## config.mk

```make
export PLATFORM = sky130hd
export DESIGN_NAME = buck_undervoltage_lockout_fault_supervisor
export DESIGN_NICKNAME = d
export VERILOG_FILES = /design/src/supervisor_pkg.sv /design/src/input_sync.sv /design/src/sat_counter.sv /design/src/buck_undervoltage_lockout_fault_supervisor.sv
export SDC_FILE = /design/constraint.sdc
export NUM_CORES = 1
export LEC_CHECK = 0
export BUFFER_PORTS_ARGS = -buffer_cell sky130_fd_sc_hd__buf_2
export CAP_MARGIN = 20
export CORE_ASPECT_RATIO = 0.75
export CORE_MARGIN = 2
export CORE_UTILIZATION = 40
export DETAILED_ROUTE_END_ITERATION = 16
export GPL_TIMING_DRIVEN = 0
export PLACE_DENSITY = 0.66
export RECOVER_POWER = 50
export SYNTH_ARGS = -nofsm -noshare
export SYNTH_HDL_FRONTEND = slang
export SYNTH_SLANG_ARGS = --single-unit
```

## constraint.sdc

```tcl
create_clock -name mclk -period 5.31 [get_ports mclk]
set_clock_uncertainty 0.05 [all_clocks]
set_input_delay 0.7965 -clock mclk [delete_from_list [all_inputs] [get_ports mclk]]
set_output_delay 0.7965 -clock mclk [all_outputs]
set_load 0.02 [all_outputs]
```

## src/supervisor_pkg.sv

```systemverilog
/*
 Constants, carrier structs and state types shared by the supervisor
 top, its input synchroniser and its saturating counters.
 Assumes a single 125 MHz clock domain and a synchronous active-high reset.
*/
// Functional notes
// - Each oscillator pulse restarts the ramp and starts a new switching cycle.
// - No PWM while the ramp fails to finish inside the clock period.
// - Soft-start held low until both rails good and line check passed.
// - A cycle is undervoltage when the pulse arrives before ramp reaches 90%.
// - Cycle classifications pass through a 3-bit up/down filter counter.
// - Seven good cycles assert power-good, start soft-start, gates off.
// - After soft-start, seven long-ramp cycles declare undervoltage.
// - Overcurrent comparator only looked at while high-side is driven on.
// - A trip ends the pulse and holds high-side off until next cycle.
// - Fault counter counts up on overcurrent cycles, down on clean ones.
// - At fault count seven, restart with both switches off, seven soft-starts.
// - During restart the fault counter drops once per soft-start cycle.
// - At fault count zero PWM runs again and fault counting resumes.
// - Logic off at or below 125 mV on soft-start pin, on at 210 mV.
package supervisor_pkg;

   // ----------------------------------------------------------------
   // Register map and fields
   // ----------------------------------------------------------------
   localparam int ADDR_W = 8;
   localparam int DATA_W = 32;
   localparam logic [7:0] OFS_CTRL = 8'h00;
   localparam logic [7:0] OFS_STATUS = 8'h04;
   localparam logic [7:0] OFS_INT_STATUS = 8'h08;
   localparam logic [7:0] OFS_INT_MASK = 8'h0c;
   localparam int CTRL_EN_BIT = 0;
   localparam logic CTRL_EN_RST = 1'b1;
   localparam int NUM_IRQ = 4;
   localparam int IRQ_UV_BIT = 0;
   localparam int IRQ_PG_BIT = 1;
   localparam int IRQ_RESTART_BIT = 2;
   localparam int IRQ_OC_BIT = 3;
   localparam logic [3:0] INT_MASK_RST = 4'h0;

   // ----------------------------------------------------------------
   // Counter limits
   // ----------------------------------------------------------------
   localparam int CNT_W = 3;
   localparam logic [2:0] CNT_MAX = 3'h7;
   localparam logic [2:0] CNT_ZERO = 3'h0;

   // ----------------------------------------------------------------
   // Types
   // ----------------------------------------------------------------
   // Comparator and detector levels from the analog side
   typedef struct packed {
      logic osc_pulse;
      logic ramp_at_90;
      logic five_volt_rail_ok;
      logic ten_volt_rail_ok;
      logic ss_above_enable;
      logic ss_above_shutdown;
      logic oc_trip;
      logic pwm_on_request;
      logic ss_cycle_done;
   } analog_in_t;

   typedef struct packed {
      logic [7:0] addr;
      logic [31:0] wdata;
      logic wr;
      logic rd;
   } bus_req_t;

   typedef struct packed {
      logic hs_on;
      logic ls_on;
      logic gate_off;
      logic pwm_enable;
      logic ss_hold;
      logic ss_start;
      logic power_good;
      logic ramp_restart;
   } gate_out_t;

   typedef enum logic [1:0] {
      ST_OFF = 2'b00,
      ST_LOCKOUT = 2'b01,
      ST_RUN = 2'b10,
      ST_RESTART = 2'b11
   } mode_t;

   typedef struct packed {
      analog_in_t s1;
      analog_in_t s2;
   } sync_state_t;

   typedef struct packed {
      logic [2:0] cnt;
   } cnt_state_t;

   typedef struct packed {
      mode_t mode;
      logic logic_on;
      logic osc_prev;
      logic ssd_prev;
      logic ramp_seen;
      logic oc_seen;
      logic hs_blank;
      logic ctrl_en;
      logic [3:0] int_status;
      logic [3:0] int_mask;
      logic [31:0] rd_data;
      logic irq;
      gate_out_t out;
   } main_state_t;

endpackage

```

## src/input_sync.sv

```systemverilog
/*
 Two-stage synchroniser for the bundle of analog comparator levels.
 Assumes every input bit is asynchronous to mclk and is a slow level.
*/
`timescale 1ns/1ns
module input_sync (
   input wire logic mclk,
   input wire logic srst,
   input supervisor_pkg::analog_in_t d,
   output supervisor_pkg::analog_in_t q
);
   supervisor_pkg::sync_state_t st_q;
   supervisor_pkg::sync_state_t st_d;

   // Stage one feeds only stage two, so metastability never reaches logic
   always_comb begin
      st_d = st_q;
      st_d.s1 = d;
      st_d.s2 = st_q.s1;
   end

   always_ff @(posedge mclk) begin
      if (srst) begin
         st_q <= '0;
      end else begin
         st_q <= st_d;
      end
   end

   assign q = st_q.s2;
endmodule

```

## src/sat_counter.sv

```systemverilog
/*
 Three-bit up/down counter that saturates at zero and seven.
 Assumes inc, dec and clr come from logic on mclk; clr has priority.
*/
`timescale 1ns/1ns
module sat_counter (
   input wire logic mclk,
   input wire logic srst,
   input wire logic inc,
   input wire logic dec,
   input wire logic clr,
   output logic [2:0] cnt
);
   supervisor_pkg::cnt_state_t st_q;
   supervisor_pkg::cnt_state_t st_d;

   // Saturation instead of wrap: a wrap would turn a fault burst into a clean count
   always_comb begin
      st_d = st_q;
      if (clr) begin
         st_d.cnt = supervisor_pkg::CNT_ZERO;
      end else if (inc && !dec && st_q.cnt != supervisor_pkg::CNT_MAX) begin
         st_d.cnt = st_q.cnt + 3'h1;
      end else if (dec && !inc && st_q.cnt != supervisor_pkg::CNT_ZERO) begin
         st_d.cnt = st_q.cnt - 3'h1;
      end
   end

   always_ff @(posedge mclk) begin
      if (srst) begin
         st_q <= '0;
      end else begin
         st_q <= st_d;
      end
   end

   assign cnt = st_q.cnt;
endmodule

```

## src/buck_undervoltage_lockout_fault_supervisor.sv

```systemverilog
/*
 Supervisor for a feed-forward buck controller: low-line lockout filter,
 pulse-by-pulse current limit, hiccup fault counter and a small register port.
 Assumes analog comparator levels on the inputs, a single 125 MHz mclk and
 a register master that never issues read and write in the same cycle.
*/
// Local design decisions: the plain strobed port and the address map.
`timescale 1ns/1ns
module buck_undervoltage_lockout_fault_supervisor (
   input wire logic mclk,
   input wire logic srst,
   input supervisor_pkg::analog_in_t pins,
   input supervisor_pkg::bus_req_t bus,
   output logic [31:0] rd_data,
   output logic irq,
   output logic hs_on,
   output logic ls_on,
   output logic gate_off,
   output logic pwm_enable,
   output logic ss_hold,
   output logic ss_start,
   output logic power_good,
   output logic ramp_restart
);
   // ----------------------------------------------------------------
   // Declarations
   // ----------------------------------------------------------------
   supervisor_pkg::main_state_t st_q;
   supervisor_pkg::main_state_t st_d;
   supervisor_pkg::analog_in_t a;
   logic [2:0] uv_cnt;
   logic [2:0] f_cnt;
   logic uv_inc;
   logic uv_dec;
   logic uv_clr;
   logic f_inc;
   logic f_dec;
   logic f_clr;
   logic clk_ev;
   logic ss_ev;
   logic rails_ok;
   logic [3:0] int_ev;
   logic [3:0] int_w1c;

   function automatic logic reg_hit(input logic [7:0] addr, input logic [7:0] ofs);
      return addr == ofs;
   endfunction

   function automatic logic [31:0] read_word(input logic [7:0] addr,
                                             input supervisor_pkg::main_state_t s,
                                             input logic [2:0] ucnt,
                                             input logic [2:0] fcnt);
      logic [31:0] w;
      w = 32'h0;
      if (reg_hit(addr, supervisor_pkg::OFS_CTRL)) begin
         w = {31'h0, s.ctrl_en};
      end else if (reg_hit(addr, supervisor_pkg::OFS_STATUS)) begin
         w = {21'h0, fcnt, 1'b0, ucnt, s.logic_on, s.mode == supervisor_pkg::ST_RESTART,
              s.out.power_good, s.out.ss_hold};
      end else if (reg_hit(addr, supervisor_pkg::OFS_INT_STATUS)) begin
         w = {28'h0, s.int_status};
      end else if (reg_hit(addr, supervisor_pkg::OFS_INT_MASK)) begin
         w = {28'h0, s.int_mask};
      end
      return w;
   endfunction

   // ----------------------------------------------------------------
   // Input synchroniser and counters
   // ----------------------------------------------------------------
   input_sync u_sync (
      .mclk(mclk),
      .srst(srst),
      .d(pins),
      .q(a)
   );

   sat_counter u_uv_cnt (
      .mclk(mclk),
      .srst(srst),
      .inc(uv_inc),
      .dec(uv_dec),
      .clr(uv_clr),
      .cnt(uv_cnt)
   );

   sat_counter u_fault_cnt (
      .mclk(mclk),
      .srst(srst),
      .inc(f_inc),
      .dec(f_dec),
      .clr(f_clr),
      .cnt(f_cnt)
   );

   // Edges of the oscillator pulse and of the soft-start cycle marker
   assign clk_ev = a.osc_pulse && !st_q.osc_prev;
   assign ss_ev = a.ss_cycle_done && !st_q.ssd_prev;
   assign rails_ok = a.five_volt_rail_ok && a.ten_volt_rail_ok;
   assign int_w1c = (bus.wr && reg_hit(bus.addr, supervisor_pkg::OFS_INT_STATUS)) ? bus.wdata[3:0] : 4'h0;

   // ----------------------------------------------------------------
   // Next-state logic
   // ----------------------------------------------------------------
   // Counters act on the count seen this cycle, so a decision lags one clock
   always_comb begin
      st_d = st_q;
      uv_inc = 1'b0;
      uv_dec = 1'b0;
      uv_clr = 1'b0;
      f_inc = 1'b0;
      f_dec = 1'b0;
      f_clr = 1'b0;
      int_ev = 4'h0;
      st_d.osc_prev = a.osc_pulse;
      st_d.ssd_prev = a.ss_cycle_done;
      st_d.out.ss_start = 1'b0;

      // Hysteresis on the soft-start pin level
      if (!a.ss_above_shutdown) begin
         st_d.logic_on = 1'b0;
      end else if (a.ss_above_enable) begin
         st_d.logic_on = 1'b1;
      end

      // Ramp completion latch, restarted by each oscillator pulse
      if (clk_ev) begin
         st_d.ramp_seen = 1'b0;
      end else if (a.ramp_at_90) begin
         st_d.ramp_seen = 1'b1;
      end

      // Current comparator is blind while high-side is off
      if (clk_ev) begin
         st_d.oc_seen = 1'b0;
         st_d.hs_blank = 1'b0;
      end else if (st_q.out.hs_on && a.oc_trip) begin
         st_d.oc_seen = 1'b1;
         st_d.hs_blank = 1'b1;
      end
      if (clk_ev && st_q.oc_seen) begin
         int_ev[supervisor_pkg::IRQ_OC_BIT] = 1'b1;
      end

      case (st_q.mode)
         supervisor_pkg::ST_OFF: begin
            uv_clr = 1'b1;
            f_clr = 1'b1;
            if (st_d.logic_on) begin
               st_d.mode = supervisor_pkg::ST_LOCKOUT;
            end
         end
         supervisor_pkg::ST_LOCKOUT: begin
            f_clr = 1'b1;
            if (!rails_ok) begin
               uv_clr = 1'b1;
            end else if (uv_cnt == supervisor_pkg::CNT_MAX) begin
               uv_clr = 1'b1;
               st_d.mode = supervisor_pkg::ST_RUN;
               st_d.out.ss_start = 1'b1;
               int_ev[supervisor_pkg::IRQ_PG_BIT] = 1'b1;
            end else if (clk_ev) begin
               uv_inc = st_q.ramp_seen;
               uv_dec = !st_q.ramp_seen;
            end
         end
         supervisor_pkg::ST_RUN: begin
            if (!rails_ok || uv_cnt == supervisor_pkg::CNT_MAX) begin
               uv_clr = 1'b1;
               st_d.mode = supervisor_pkg::ST_LOCKOUT;
               int_ev[supervisor_pkg::IRQ_UV_BIT] = 1'b1;
            end else if (f_cnt == supervisor_pkg::CNT_MAX) begin
               st_d.mode = supervisor_pkg::ST_RESTART;
               st_d.out.ss_start = 1'b1;
               int_ev[supervisor_pkg::IRQ_RESTART_BIT] = 1'b1;
            end else if (clk_ev) begin
               uv_inc = !st_q.ramp_seen;
               uv_dec = st_q.ramp_seen;
               f_inc = st_q.oc_seen;
               f_dec = !st_q.oc_seen;
            end
         end
         supervisor_pkg::ST_RESTART: begin
            // Line filter keeps running so a brown-out still locks out
            if (!rails_ok || uv_cnt == supervisor_pkg::CNT_MAX) begin
               uv_clr = 1'b1;
               st_d.mode = supervisor_pkg::ST_LOCKOUT;
               int_ev[supervisor_pkg::IRQ_UV_BIT] = 1'b1;
            end else if (f_cnt == supervisor_pkg::CNT_ZERO) begin
               st_d.mode = supervisor_pkg::ST_RUN;
            end else begin
               if (ss_ev) begin
                  f_dec = 1'b1;
                  st_d.out.ss_start = 1'b1;
               end
               if (clk_ev) begin
                  uv_inc = !st_q.ramp_seen;
                  uv_dec = st_q.ramp_seen;
               end
            end
         end
         default: begin
            st_d.mode = supervisor_pkg::ST_OFF;
         end
      endcase

      // Logic inactive below the shutdown level overrides every mode
      if (!st_d.logic_on) begin
         st_d.mode = supervisor_pkg::ST_OFF;
         st_d.out.ss_start = 1'b0;
      end

      // Gate and soft-start outputs follow the next mode
      // Both gates stay off in the cycle that launches soft-start
      st_d.out.pwm_enable = (st_d.mode == supervisor_pkg::ST_RUN) && st_q.ctrl_en &&
                            !st_d.out.ss_start;
      st_d.out.hs_on = st_d.out.pwm_enable && a.pwm_on_request && !st_d.hs_blank;
      st_d.out.ls_on = st_d.out.pwm_enable && !st_d.out.hs_on;
      st_d.out.gate_off = !st_d.out.pwm_enable;
      st_d.out.ss_hold = (st_d.mode == supervisor_pkg::ST_OFF) ||
                         (st_d.mode == supervisor_pkg::ST_LOCKOUT);
      st_d.out.power_good = (st_d.mode == supervisor_pkg::ST_RUN) ||
                            (st_d.mode == supervisor_pkg::ST_RESTART);
      st_d.out.ramp_restart = clk_ev;

      // Register port; a new event beats a same-cycle clear
      if (bus.wr && reg_hit(bus.addr, supervisor_pkg::OFS_CTRL)) begin
         st_d.ctrl_en = bus.wdata[supervisor_pkg::CTRL_EN_BIT];
      end
      if (bus.wr && reg_hit(bus.addr, supervisor_pkg::OFS_INT_MASK)) begin
         st_d.int_mask = bus.wdata[3:0];
      end
      st_d.int_status = (st_q.int_status & ~int_w1c) | int_ev;
      st_d.rd_data = bus.rd ? read_word(bus.addr, st_q, uv_cnt, f_cnt) : 32'h0;
      st_d.irq = |(st_d.int_status & st_d.int_mask);
   end

   always_ff @(posedge mclk) begin
      if (srst) begin
         st_q <= '0;
         st_q.ctrl_en <= supervisor_pkg::CTRL_EN_RST;
         st_q.int_mask <= supervisor_pkg::INT_MASK_RST;
         st_q.out.gate_off <= 1'b1;
         st_q.out.ss_hold <= 1'b1;
      end else begin
         st_q <= st_d;
      end
   end

   // ----------------------------------------------------------------
   // Outputs
   // ----------------------------------------------------------------
   assign rd_data = st_q.rd_data;
   assign irq = st_q.irq;
   assign hs_on = st_q.out.hs_on;
   assign ls_on = st_q.out.ls_on;
   assign gate_off = st_q.out.gate_off;
   assign pwm_enable = st_q.out.pwm_enable;
   assign ss_hold = st_q.out.ss_hold;
   assign ss_start = st_q.out.ss_start;
   assign power_good = st_q.out.power_good;
   assign ramp_restart = st_q.out.ramp_restart;
endmodule

```

Word level (Yosys, flattened, before mapping)
Index checks and enable logic that the tools add are counted.
{"block": "totals", "regBits": 82, "word_cells": 181}
{"block": "op_classes", "n_addsub": 4, "eq_ne": 13, "muxes": 63, "bitwise_logic": 5, "n_reduce_logical": 54}
{"operator": "1-bit 2-to-1 mux", "n": 41}
{"operator": "1-bit logical AND", "n": 21}
{"operator": "8-bit by 4-bit == test with 1-bit output, second input constant", "n": 2}
{"operator": "4-bit 2-to-1 mux", "n": 4}
{"operator": "2-bit 2-to-1 mux", "n": 7}
{"operator": "1-bit zero test", "n": 13}
{"operator": "3-bit 2-to-1 mux", "n": 4}
{"operator": "1-bit case mux with 3 select lines", "n": 4}
{"operator": "2-bit OR reduction", "n": 6}
{"operator": "11-bit 2-to-1 mux", "n": 1}
{"operator": "4-bit AND", "n": 2}
{"operator": "2-bit == test, second input constant", "n": 4}
{"operator": "8-bit by 3-bit == test with 1-bit output, second input constant", "n": 1}
{"operator": "8-bit zero test", "n": 1}
{"operator": "2-bit case mux with 4 select lines", "n": 1}
{"operator": "3-bit by 1-bit adder with 3-bit output, second input constant", "n": 2}
{"operator": "3-bit == test, second input constant", "n": 2}
{"operator": "3-bit inequality test, second input constant", "n": 2}
{"operator": "3-bit nonzero test", "n": 2}
{"operator": "3-bit by 1-bit subtractor with 3-bit output, second input constant", "n": 2}
{"operator": "5-bit OR reduction", "n": 1}
{"operator": "2-bit by 1-bit == test with 1-bit output, second input constant", "n": 2}
{"operator": "2-bit zero test", "n": 2}
{"operator": "4-bit inverter", "n": 1}
{"operator": "other kinds (8)", "n": 11}

Logic depth before layout (Yosys ltp)
Gate-level depths: netlist (run 1).
{"block": "depth", "ltp_word": 13, "depth_mapped": 10, "ltp_nobuf": 9}

Modules after synthesis
A second synthesis (run 1) with hierarchy kept.
{"block": "unflattened", "hier_cells": 320, "hier_area_um2": 2959.1}
{"mod": "buck_undervoltage_lockout_fault_supervisor", "instances": 1, "cells_per_inst": 213, "area_per_inst_um2": 1899.3, "seq_area_each_um2": 720.7}
{"mod": "sat_counter", "instances": 2, "cells_per_inst": 35, "area_per_inst_um2": 285.3, "seq_area_each_um2": 60.1}
{"mod": "input_sync", "instances": 1, "cells_per_inst": 37, "area_per_inst_um2": 489.2, "seq_area_each_um2": 360.3}

Least setup slack after synthesis (run 1)
OpenSTA, ideal clock, no wires.
{"block": "synth_timing", "path_type": "register -> register", "startpoint": "reg u_uv_cnt.st_q, in the netlist u_uv_cnt.cnt[1]", "endpoint": "reg u_fault_cnt.st_q, in the netlist u_fault_cnt.cnt[2]", "setup_ns": 0.070, "t_arrival_ns": 2.288, "required_time_ns": 5.190, "setup_slack_ns": 2.902, "stages_incl_launch_ff": 11, "path_cell_list": "dfxtp_1 and3_4 buf_6 nor4_1 and2_1 inv_1 fa_1 nor3_1 a221o_1 nand2_1 a21oi_1"}
{"block": "synth_between", "elab_chain_len": 8, "word_cells_on_any_way": 15}
{"item": "from (decl)", "line_no": "sat_counter.sv:14", "source": "supervisor_pkg::cnt_state_t st_q;"}
{"item": "from (signal assigned)", "line_no": "sat_counter.sv:33", "source": "st_q <= st_d;"}
{"item": "3-bit == test (*)", "line_no": "buck_undervoltage_lockout_fault_supervisor.sv:168, buck_undervoltage_lockout_fault_supervisor.sv:185"}
{"item": "1-bit logical OR (*)", "line_no": "buck_undervoltage_lockout_fault_supervisor.sv:168, buck_undervoltage_lockout_fault_supervisor.sv:185"}
{"item": "1-bit 2-to-1 mux (on tied branches)", "line_no": "buck_undervoltage_lockout_fault_supervisor.sv:185, buck_undervoltage_lockout_fault_supervisor.sv:168"}
{"item": "1-bit case mux with 2 select lines / 1-bit 2-to-1 mux (equally long branches)", "line_no": "buck_undervoltage_lockout_fault_supervisor.sv:145", "source": "case (st_q.mode)"}
{"item": "1-bit zero test (on tied branches)", "line_no": "sat_counter.sv:22, sat_counter.sv:24"}
{"item": "1-bit logical AND (on tied branches) (2 in series)", "line_no": "sat_counter.sv:22, sat_counter.sv:24"}
{"item": "3-bit 2-to-1 mux / 2-bit nonzero test (equally long branches)"}
{"item": "to (signal assigned)", "line_no": "sat_counter.sv:33"}
{"item": "to (decl)", "line_no": "sat_counter.sv:14"}
Every way passes the cells marked *; elsewhere a longest branch is shown, timed or not.
A chain may end at the register's enable or synchronous reset.

Worst setup path after layout (run 1)
{"block": "layout_timing", "startpoint": "reg u_uv_cnt.st_q, in the netlist u_uv_cnt.cnt[2]", "endpoint": "reg u_fault_cnt.st_q, in the netlist u_fault_cnt.cnt[2]"}
The elaborated chain is that of the path after synthesis.

==> flow_summary_export.csv, run 1 <==
group,metric,value,unit
critical_path,start_kind,"flop",
hold_path,hp-class,"flop to flop",
sta,final_hold_viol_count,0,
global_route,grt_usage,16.1,%
sta,maxSlewHeadroom,39.8,%
sta,slew_violations,0,
sta,fmax,359,MHz
route,postRouteAntennaNets,0,
sta,setup_tns,0,ns
yosys,syn_area,0.00276,mm2
clock_tree,clock_latency,0.34,ns
die,fp.dieW,99.9,um
global_route,use_met2,22.1,%
global_route,grt_use_met3,5.78,%
sta,whs,0.390,ns
yosys,avgSynthCellArea,9.44,um2
layout,n_fill_cell,660,
global_route,grt_pass1_vias,1931,
die,coreArea,0.00673,mm2
sta,finalCritPeriodShare,52.5,%
power,powerDensity,285,mW/mm2
yosys,syn_inst,292,
clock_tree,cts_buffer_depth,2,
critical_path,worstSetupEndpoint,"u_fault_cnt.cnt[2]",
clock_tree,cts_setup_buffers,0,
hold_path,hold_depth,1,
placement,dpl.hpwl,4230,um
critical_path,cp_data_required_time,5.53,ns
yosys,yosysWarnings,0,
global_route,antenna_found_initial,0,
clock_tree,htree_levels,3,
yosys,synth_seq_cells,60,
global_route,use_met1,22.7,%
critical_path,crit_arrival,3.01,ns
clock_tree,cts_resized,0,
die,dieArea,0.00758,mm2
placement,place.gp.congestion,0.865,
route,vias_per_cell,4.74,
die,die_h,75.9,um
critical_path,timing.rr.end,"u_fault_cnt.cnt[2]",
die,row_count,26,
layout,postLayoutCellArea,0.00331,mm2
die,initial_utilization,40.9,%
layout,drive_gt1_share,27.8,%
route,drc,0,
layout,nets,420,
route,drt_wl_total,5590,um
sta,finalSetupViolations,0,
clock_tree,cts_buffers,9,
status,outcome,"finished clean",
placement,dpl_cell_area,0.00315,mm2
yosys,synth_edf_count,0,
layout,area_growth_syn_to_layout,19.9,%
sta,rsz0062_at_grt,"false",
clock_tree,cts_hold_repair.buffers,0,
sta,period_minus_slack,2.79,ns
yosys,synth.area.top_cells,"dfxtp_1, buf_4, nor2b_1, nor2_1, nor3_1",
critical_path,worstPathMaxFanout,10,
yosys,synth_top_area_share,43.6,%
global_route,grt_overflow_total,0,
layout,diodes,0,
power,vdd_drop_max,171,uV
critical_path,end_kind,"flop",
global_route,grt_max_degree,13,
route,drtIter0Drc,129,
clock_tree,cts_sinks,60,
run,max_cap_violations,0,
yosys,synthArstFlopShare,0,%
clock_tree,root_buffer,"clkbuf_8",
route,post_drt_wl_per_cell,12.3,um
critical_path,critical_path.startpoint,"u_uv_cnt.cnt[2]",
global_route,top_usage_layer,"met1",
route,routed-via-count,2154,
yosys,synth_area_leader_cell,"dfxtp_1",
power,leakage,1.37,nW
yosys,ys.flop_type,"dfxtp_1",
critical_path,crit_type,"flop to flop",
global_route,grt_pass1_wl,9140,um
critical_path,r2r-start,"u_uv_cnt.cnt[2]",
critical_path,rr_worst_depth,10,
clock_tree,clk_pin_slew_worst_paths,0.07,ns
yosys,yosysUniqueCellTypes,51,
sta,tightest_slew,0.894,ns
route,first_pass_iters,4,
placement,numPortBuffers,41,
critical_path,reg2reg_slack,2.52,ns
die,ios,94,
clock_tree,cts_tree,"built",
yosys,yosysSeqAreaShare,43.6,%
-- worst max-delay path: stages, from the launching register on --
cell and delay [ns]:
dfxtp_1 0.37, and3_4 0.21, buf_6 0.13, nor4_1 0.57, and2_1 0.26, inv_1 0.06, fa_1 0.43, nor3_1 0.26
a221o_1 0.18, nand2_1 0.05, a21oi_1 0.14
-- layout make-up --
class | count | area (um2) | share of cell area, %
Tap cell | 84 | 105 | 3.18
Clock inverter | 6 | 71.3 | 2.16
Timing Repair Buffer | 41 | 198 | 5.98
Multi-Input combinational cell | 196 | 1220 | 36.9
Clock buffer | 10 | 138 | 4.16
Sequential cell | 60 | 1200 | 36.3
Buffer | 45 | 329 | 9.95
Inverter | 12 | 45.0 | 1.36
-- layout by cell type, fill, tap and decap left out, types with 2 or more instances in the layout --
cell type,n
and2_1,7
o221ai_1,2
nand3_1,9
or4_1,2
o211ai_1,2
inv_1,12
dfxtp_1,60
mux2_2,2
conb_1,22
buf_6,3
a221o_1,2
buf_4,33
nor3_1,14
clkinv_4,2
nand4b_1,2
a31oi_1,4
a2bb2oi_1,2
nand2b_1,5
nor2_1,19
nor4_1,7
nand2_1,13
clkbuf_8,11
nand4_1,2
o21ai_0,9
mux4_2,2
fa_1,2
mux2i_1,5
a22oi_1,3
a21oi_1,13
clkbuf_1,11
clkinvlp_4,2
nor2b_1,25
o32ai_1,3
buf_2,38
-- synth_stat cells (2+ instances only) --
master and n:
a21oi_1 13, a221o_1 2, a22oi_1 3, a2bb2oi_1 2, a31oi_1 4, and2_1 7, buf_2 3, buf_4 34
buf_6 4, clkbuf_1 3, dfxtp_1 60, fa_1 2, inv_1 12, mux2_2 2, mux2i_1 5, mux4_2 2
nand2_1 13, nand2b_1 5, nand3_1 9, nand4_1 2, nand4b_1 2, nor2_1 19, nor2b_1 25, nor3_1 14
nor4_1 6, o211ai_1 2, o21ai_0 9, o221ai_1 2, o32ai_1 3, or4_1 2
-- state kept, by name, indices dropped and copies added (netlist names) --
signal	count
power_good	1
pwm_enable	1
rd_data	10
u_sync.q	9
ss_hold	1
hs_on	1
ls_on	1
u_sync.st_d	9
st_q	17
u_uv_cnt.cnt	3
irq	1
gate_off	1
u_fault_cnt.cnt	3
ss_start	1
ramp_restart	1
-- routing by layer --
metal | vias up | routed length, um | share of wire, %
li1 | 1116 | - | -
met3 | 11 | 438 | 7.8
met1 | 947 | 2830 | 51
met5 | - | 0 | 0
met4 | 0 | 86 | 1.5
met2 | 80 | 2240 | 40
-- worst min-delay path by stage --
stage	startpoint	endpoint	slack [ns]
final	u_sync.st_d[7]	u_sync.q[7]	0.39
after CTS	u_sync.st_d[7]	u_sync.q[7]	0.39
after global placement	u_sync.st_d[1]	u_sync.q[1]	0.37
after global routing	u_sync.st_d[4]	u_sync.q[4]	0.42
after detailed placement	u_sync.st_d[7]	u_sync.q[7]	0.37
after floorplan	u_sync.st_d[0]	u_sync.q[0]	0.36
-- report_power, final --
group	leakage (nW)	switching, mW	internal (mW)
Sequential	0.488	0.00296	0.457
Clock	0.0991	0.188	0.232
Combinational	0.779	0.0336	0.0267
-- kinds of logic (layout without fill, tap and decap cells) --
group	count (synthesis)	in the layout	synth area share [%]
and+or+nand+nor	116	116	25.2
DFF	60	60	43.6
buffers and inverters	57	114	14.0
AOI/OAI and AO/OA	46	46	11.1
muxes	9	9	4.27
adders and majority gates	2	2	1.45
other	1	22	0.136
xor gates and xnor gates	1	1	0.318
-- stage by stage --
step	power, mW	instances	util, %	worst slack (ns)
2_1_floorplan	0.516	313	-	2.90
3_3_place_gp	0.532	438	46.7	2.67
3_5_place_dp	0.532	438	46.7	2.58
4_1_cts	0.952	454	49.8	2.55
5_1_grt	0.977	454	49.1	2.30
6_report	0.941	454	49.1	2.52
Power figures use the tool's default switching activity.
==> run 2: changes to the inputs <==
- clock period: 5.31 -> 2.7 ns (I/O delays scaled with it)
==> run 2 against run 1 <==
  * Power grew 97%
  * Register-to-register slack lost 2.3 ns
  * Global-route usage is essentially flat
  * Via count grew 0.93%
  * Worst setup slack lost 2.3 ns
  * Clock power grew 97%
  * Final area grew 1.4%
  * Utilization grew 0.71 points
  * Non-clock buffer count is the same
  * Count of clock-buffer cells in the layout is the same
  * Largest power group unchanged
==> flow_summary_export.csv, run 2 (synthesis results as in run 1) <==
group,metric,value,unit
critical_path,crit_chain,"buf_2 -> nand4b_1 -> nor4_4 -> and2_1 -> inv_1 -> fa_1 -> nor3_2 -> a221o_1 -> nand2_1 -> a21oi_1",
layout,drive_gt1_share,28.9,%
clock_tree,cts_tree,"built",
layout,postLayoutCellArea,0.00335,mm2
die,coreArea,0.00673,mm2
layout,final_cell_mix,"dfxtp_1, buf_2, buf_4",
sta,final_hold_viol_count,0,
die,dieArea,0.00758,mm2
layout,diodes,0,
critical_path,crit_arrival,2.72,ns
route,post_drt_wl_per_cell,12.5,um
clock_tree,cts_sinks,60,
hold_path,min-delay-start,"pins[8]",
clock_tree,cts_buffer_depth,2,
sta,finalSetupViolations,0,
placement,place.gp.congestion,0.865,
sta,fmax,399,MHz
route,postRouteAntennaNets,0,
sta,period_minus_slack,2.50,ns
global_route,antenna_found_initial,0,
global_route,grt_max_degree,13,
power,leakage,1.37,nW
layout,largest_reg_flops,17,
status,outcome,"finished clean",
critical_path,crit_type,"flop to flop",
critical_path,start_kind,"flop",
clock_tree,root_buffer,"clkbuf_8",
die,fp.dieW,99.9,um
global_route,grt_pass1_vias,1939,
placement,numPortBuffers,41,
critical_path,crit_slowest_cell,"fa_1",
layout,finalNonFillerCells,454,
sta,tightest_slew,0.893,ns
power,powerDensity,553,mW/mm2
critical_path,reg2reg_slack,0.20,ns
layout,final_common_cell,"dfxtp_1",
die,initial_utilization,40.9,%
route,drt_wl_total,5700,um
die,row_count,26,
sta,slew_violations,0,
hold_path,hold_depth,2,
critical_path,end_kind,"flop",
global_route,grt_overflow_total,0,
layout,regMostFlops,"st_q",
critical_path,timing.rr.end,"u_fault_cnt.cnt[2]",
global_route,grt_pass1_wl,9170,um
route,drtIter0Drc,151,
placement,dpl.hpwl,4230,um
hold_path,hp-class,"primary input to flop",
critical_path,cp_data_required_time,2.92,ns
critical_path,worstPathMaxFanout,10,
route,routed-via-count,2174,
clock_tree,clk_pin_slew_worst_paths,0.07,ns
clock_tree,htree_levels,3,
power,vdd_drop_max,335,uV
die,ios,94,
layout,n_fill_cell,653,
global_route,grt_usage,16.1,%
clock_tree,cts_buffers,9,
die,die_h,75.9,um
critical_path,r2r-start,"st_q[57]",
route,vias_per_cell,4.79,
layout,nets,420,
route,drc,0,
route,first_pass_iters,6,
clock_tree,clock_latency,0.34,ns
clock_tree,cts_hold_repair.buffers,0,
hold_path,holdPathEnd,"u_sync.st_d[8]",
critical_path,rr_worst_depth,10,
layout,area_growth_syn_to_layout,21.7,%
sta,finalCritPeriodShare,92.8,%
critical_path,cp_slowest_stage_delay,0.44,ns
placement,dp.cells,438,
sta,whs,0.217,ns
sta,maxSlewHeadroom,39.9,%
run,max_cap_violations,0,
placement,dpl_cell_area,0.00315,mm2
## run 2: cell counts in the layout (fill, tap and decap cells not counted)
Identical to the previous run, type by type.
## run 2: through the flow
step                total power [mW]  TNS, ns  utilization (%)  setup slack, ns
CTS                             1.87        0             49.9            0.122
floorplan                       1.02        0                -            0.292
detailed placement              1.05  -0.0295             46.7          -0.0295
finish                          1.85        0             49.8            0.196
global placement                1.05        0             46.7           0.0576
global route                    1.92  -0.0153             49.8          -0.0153
## run 2: worst max path at each step
stage	from	end	slack, ns	cells after the start
floorplan	u_uv_cnt.cnt[1]	u_fault_cnt.cnt[2]	0.29	10
global placement	u_uv_cnt.cnt[2]	u_fault_cnt.cnt[2]	0.06	10
CTS	u_uv_cnt.cnt[2]	u_fault_cnt.cnt[2]	0.12	10
global route	st_q[57]	u_fault_cnt.cnt[2]	-0.02	10
detailed placement	u_uv_cnt.cnt[2]	u_fault_cnt.cnt[2]	-0.03	10
finish	st_q[57]	u_fault_cnt.cnt[2]	0.20	10
## run 2: what timing repair did
| item | in CTS | in global routing |
|---|---|---|
| setup buffers | 0 | 0 |
| setup endpoints to repair | 1 | 2 |
| resized for setup | 1 | 3 |
| pin swaps | 0 | 1 |
## run 2: metal layers
layer | vias up | track usage [%] | share of wire [%]
li1 | 1115 | - | -
met2 | 72 | 22.2 | 40
met3 | 10 | 5.78 | 7.0
met4 | 0 | 6.85 | 1.3
met5 | - | 0 | 0
met1 | 977 | 22.7 | 51
## run 2: cell type report
class                      count  area [um2]  share of cell area [%]
buffer                        45         337                    10.0
tap                           84         105                    3.13
sequential                    60        1200                    35.8
multi-input combinational    196        1260                    37.6
clock inverter                 6        71.3                    2.13
inverter                      12        45.0                    1.34
timing repair buffer          41         196                    5.86
clock buffer                  10         138                    4.10
## run 2: worst max-delay path: cells and delay by family, from the launching register on
family | cells | cell delay (ns)
DFF | 1 | 0.34
and+or+nand+nor | 5 | 1.00
adders and majority gates | 1 | 0.44
AOI/OAI and AO/OA | 2 | 0.30
buffers and inverters | 2 | 0.29
## run 2: power breakdown
part	internal, mW	leakage (nW)	switching, mW
registers	0.899	0.488	0.00584
logic	0.0537	0.788	0.0670
clock network	0.457	0.0991	0.371
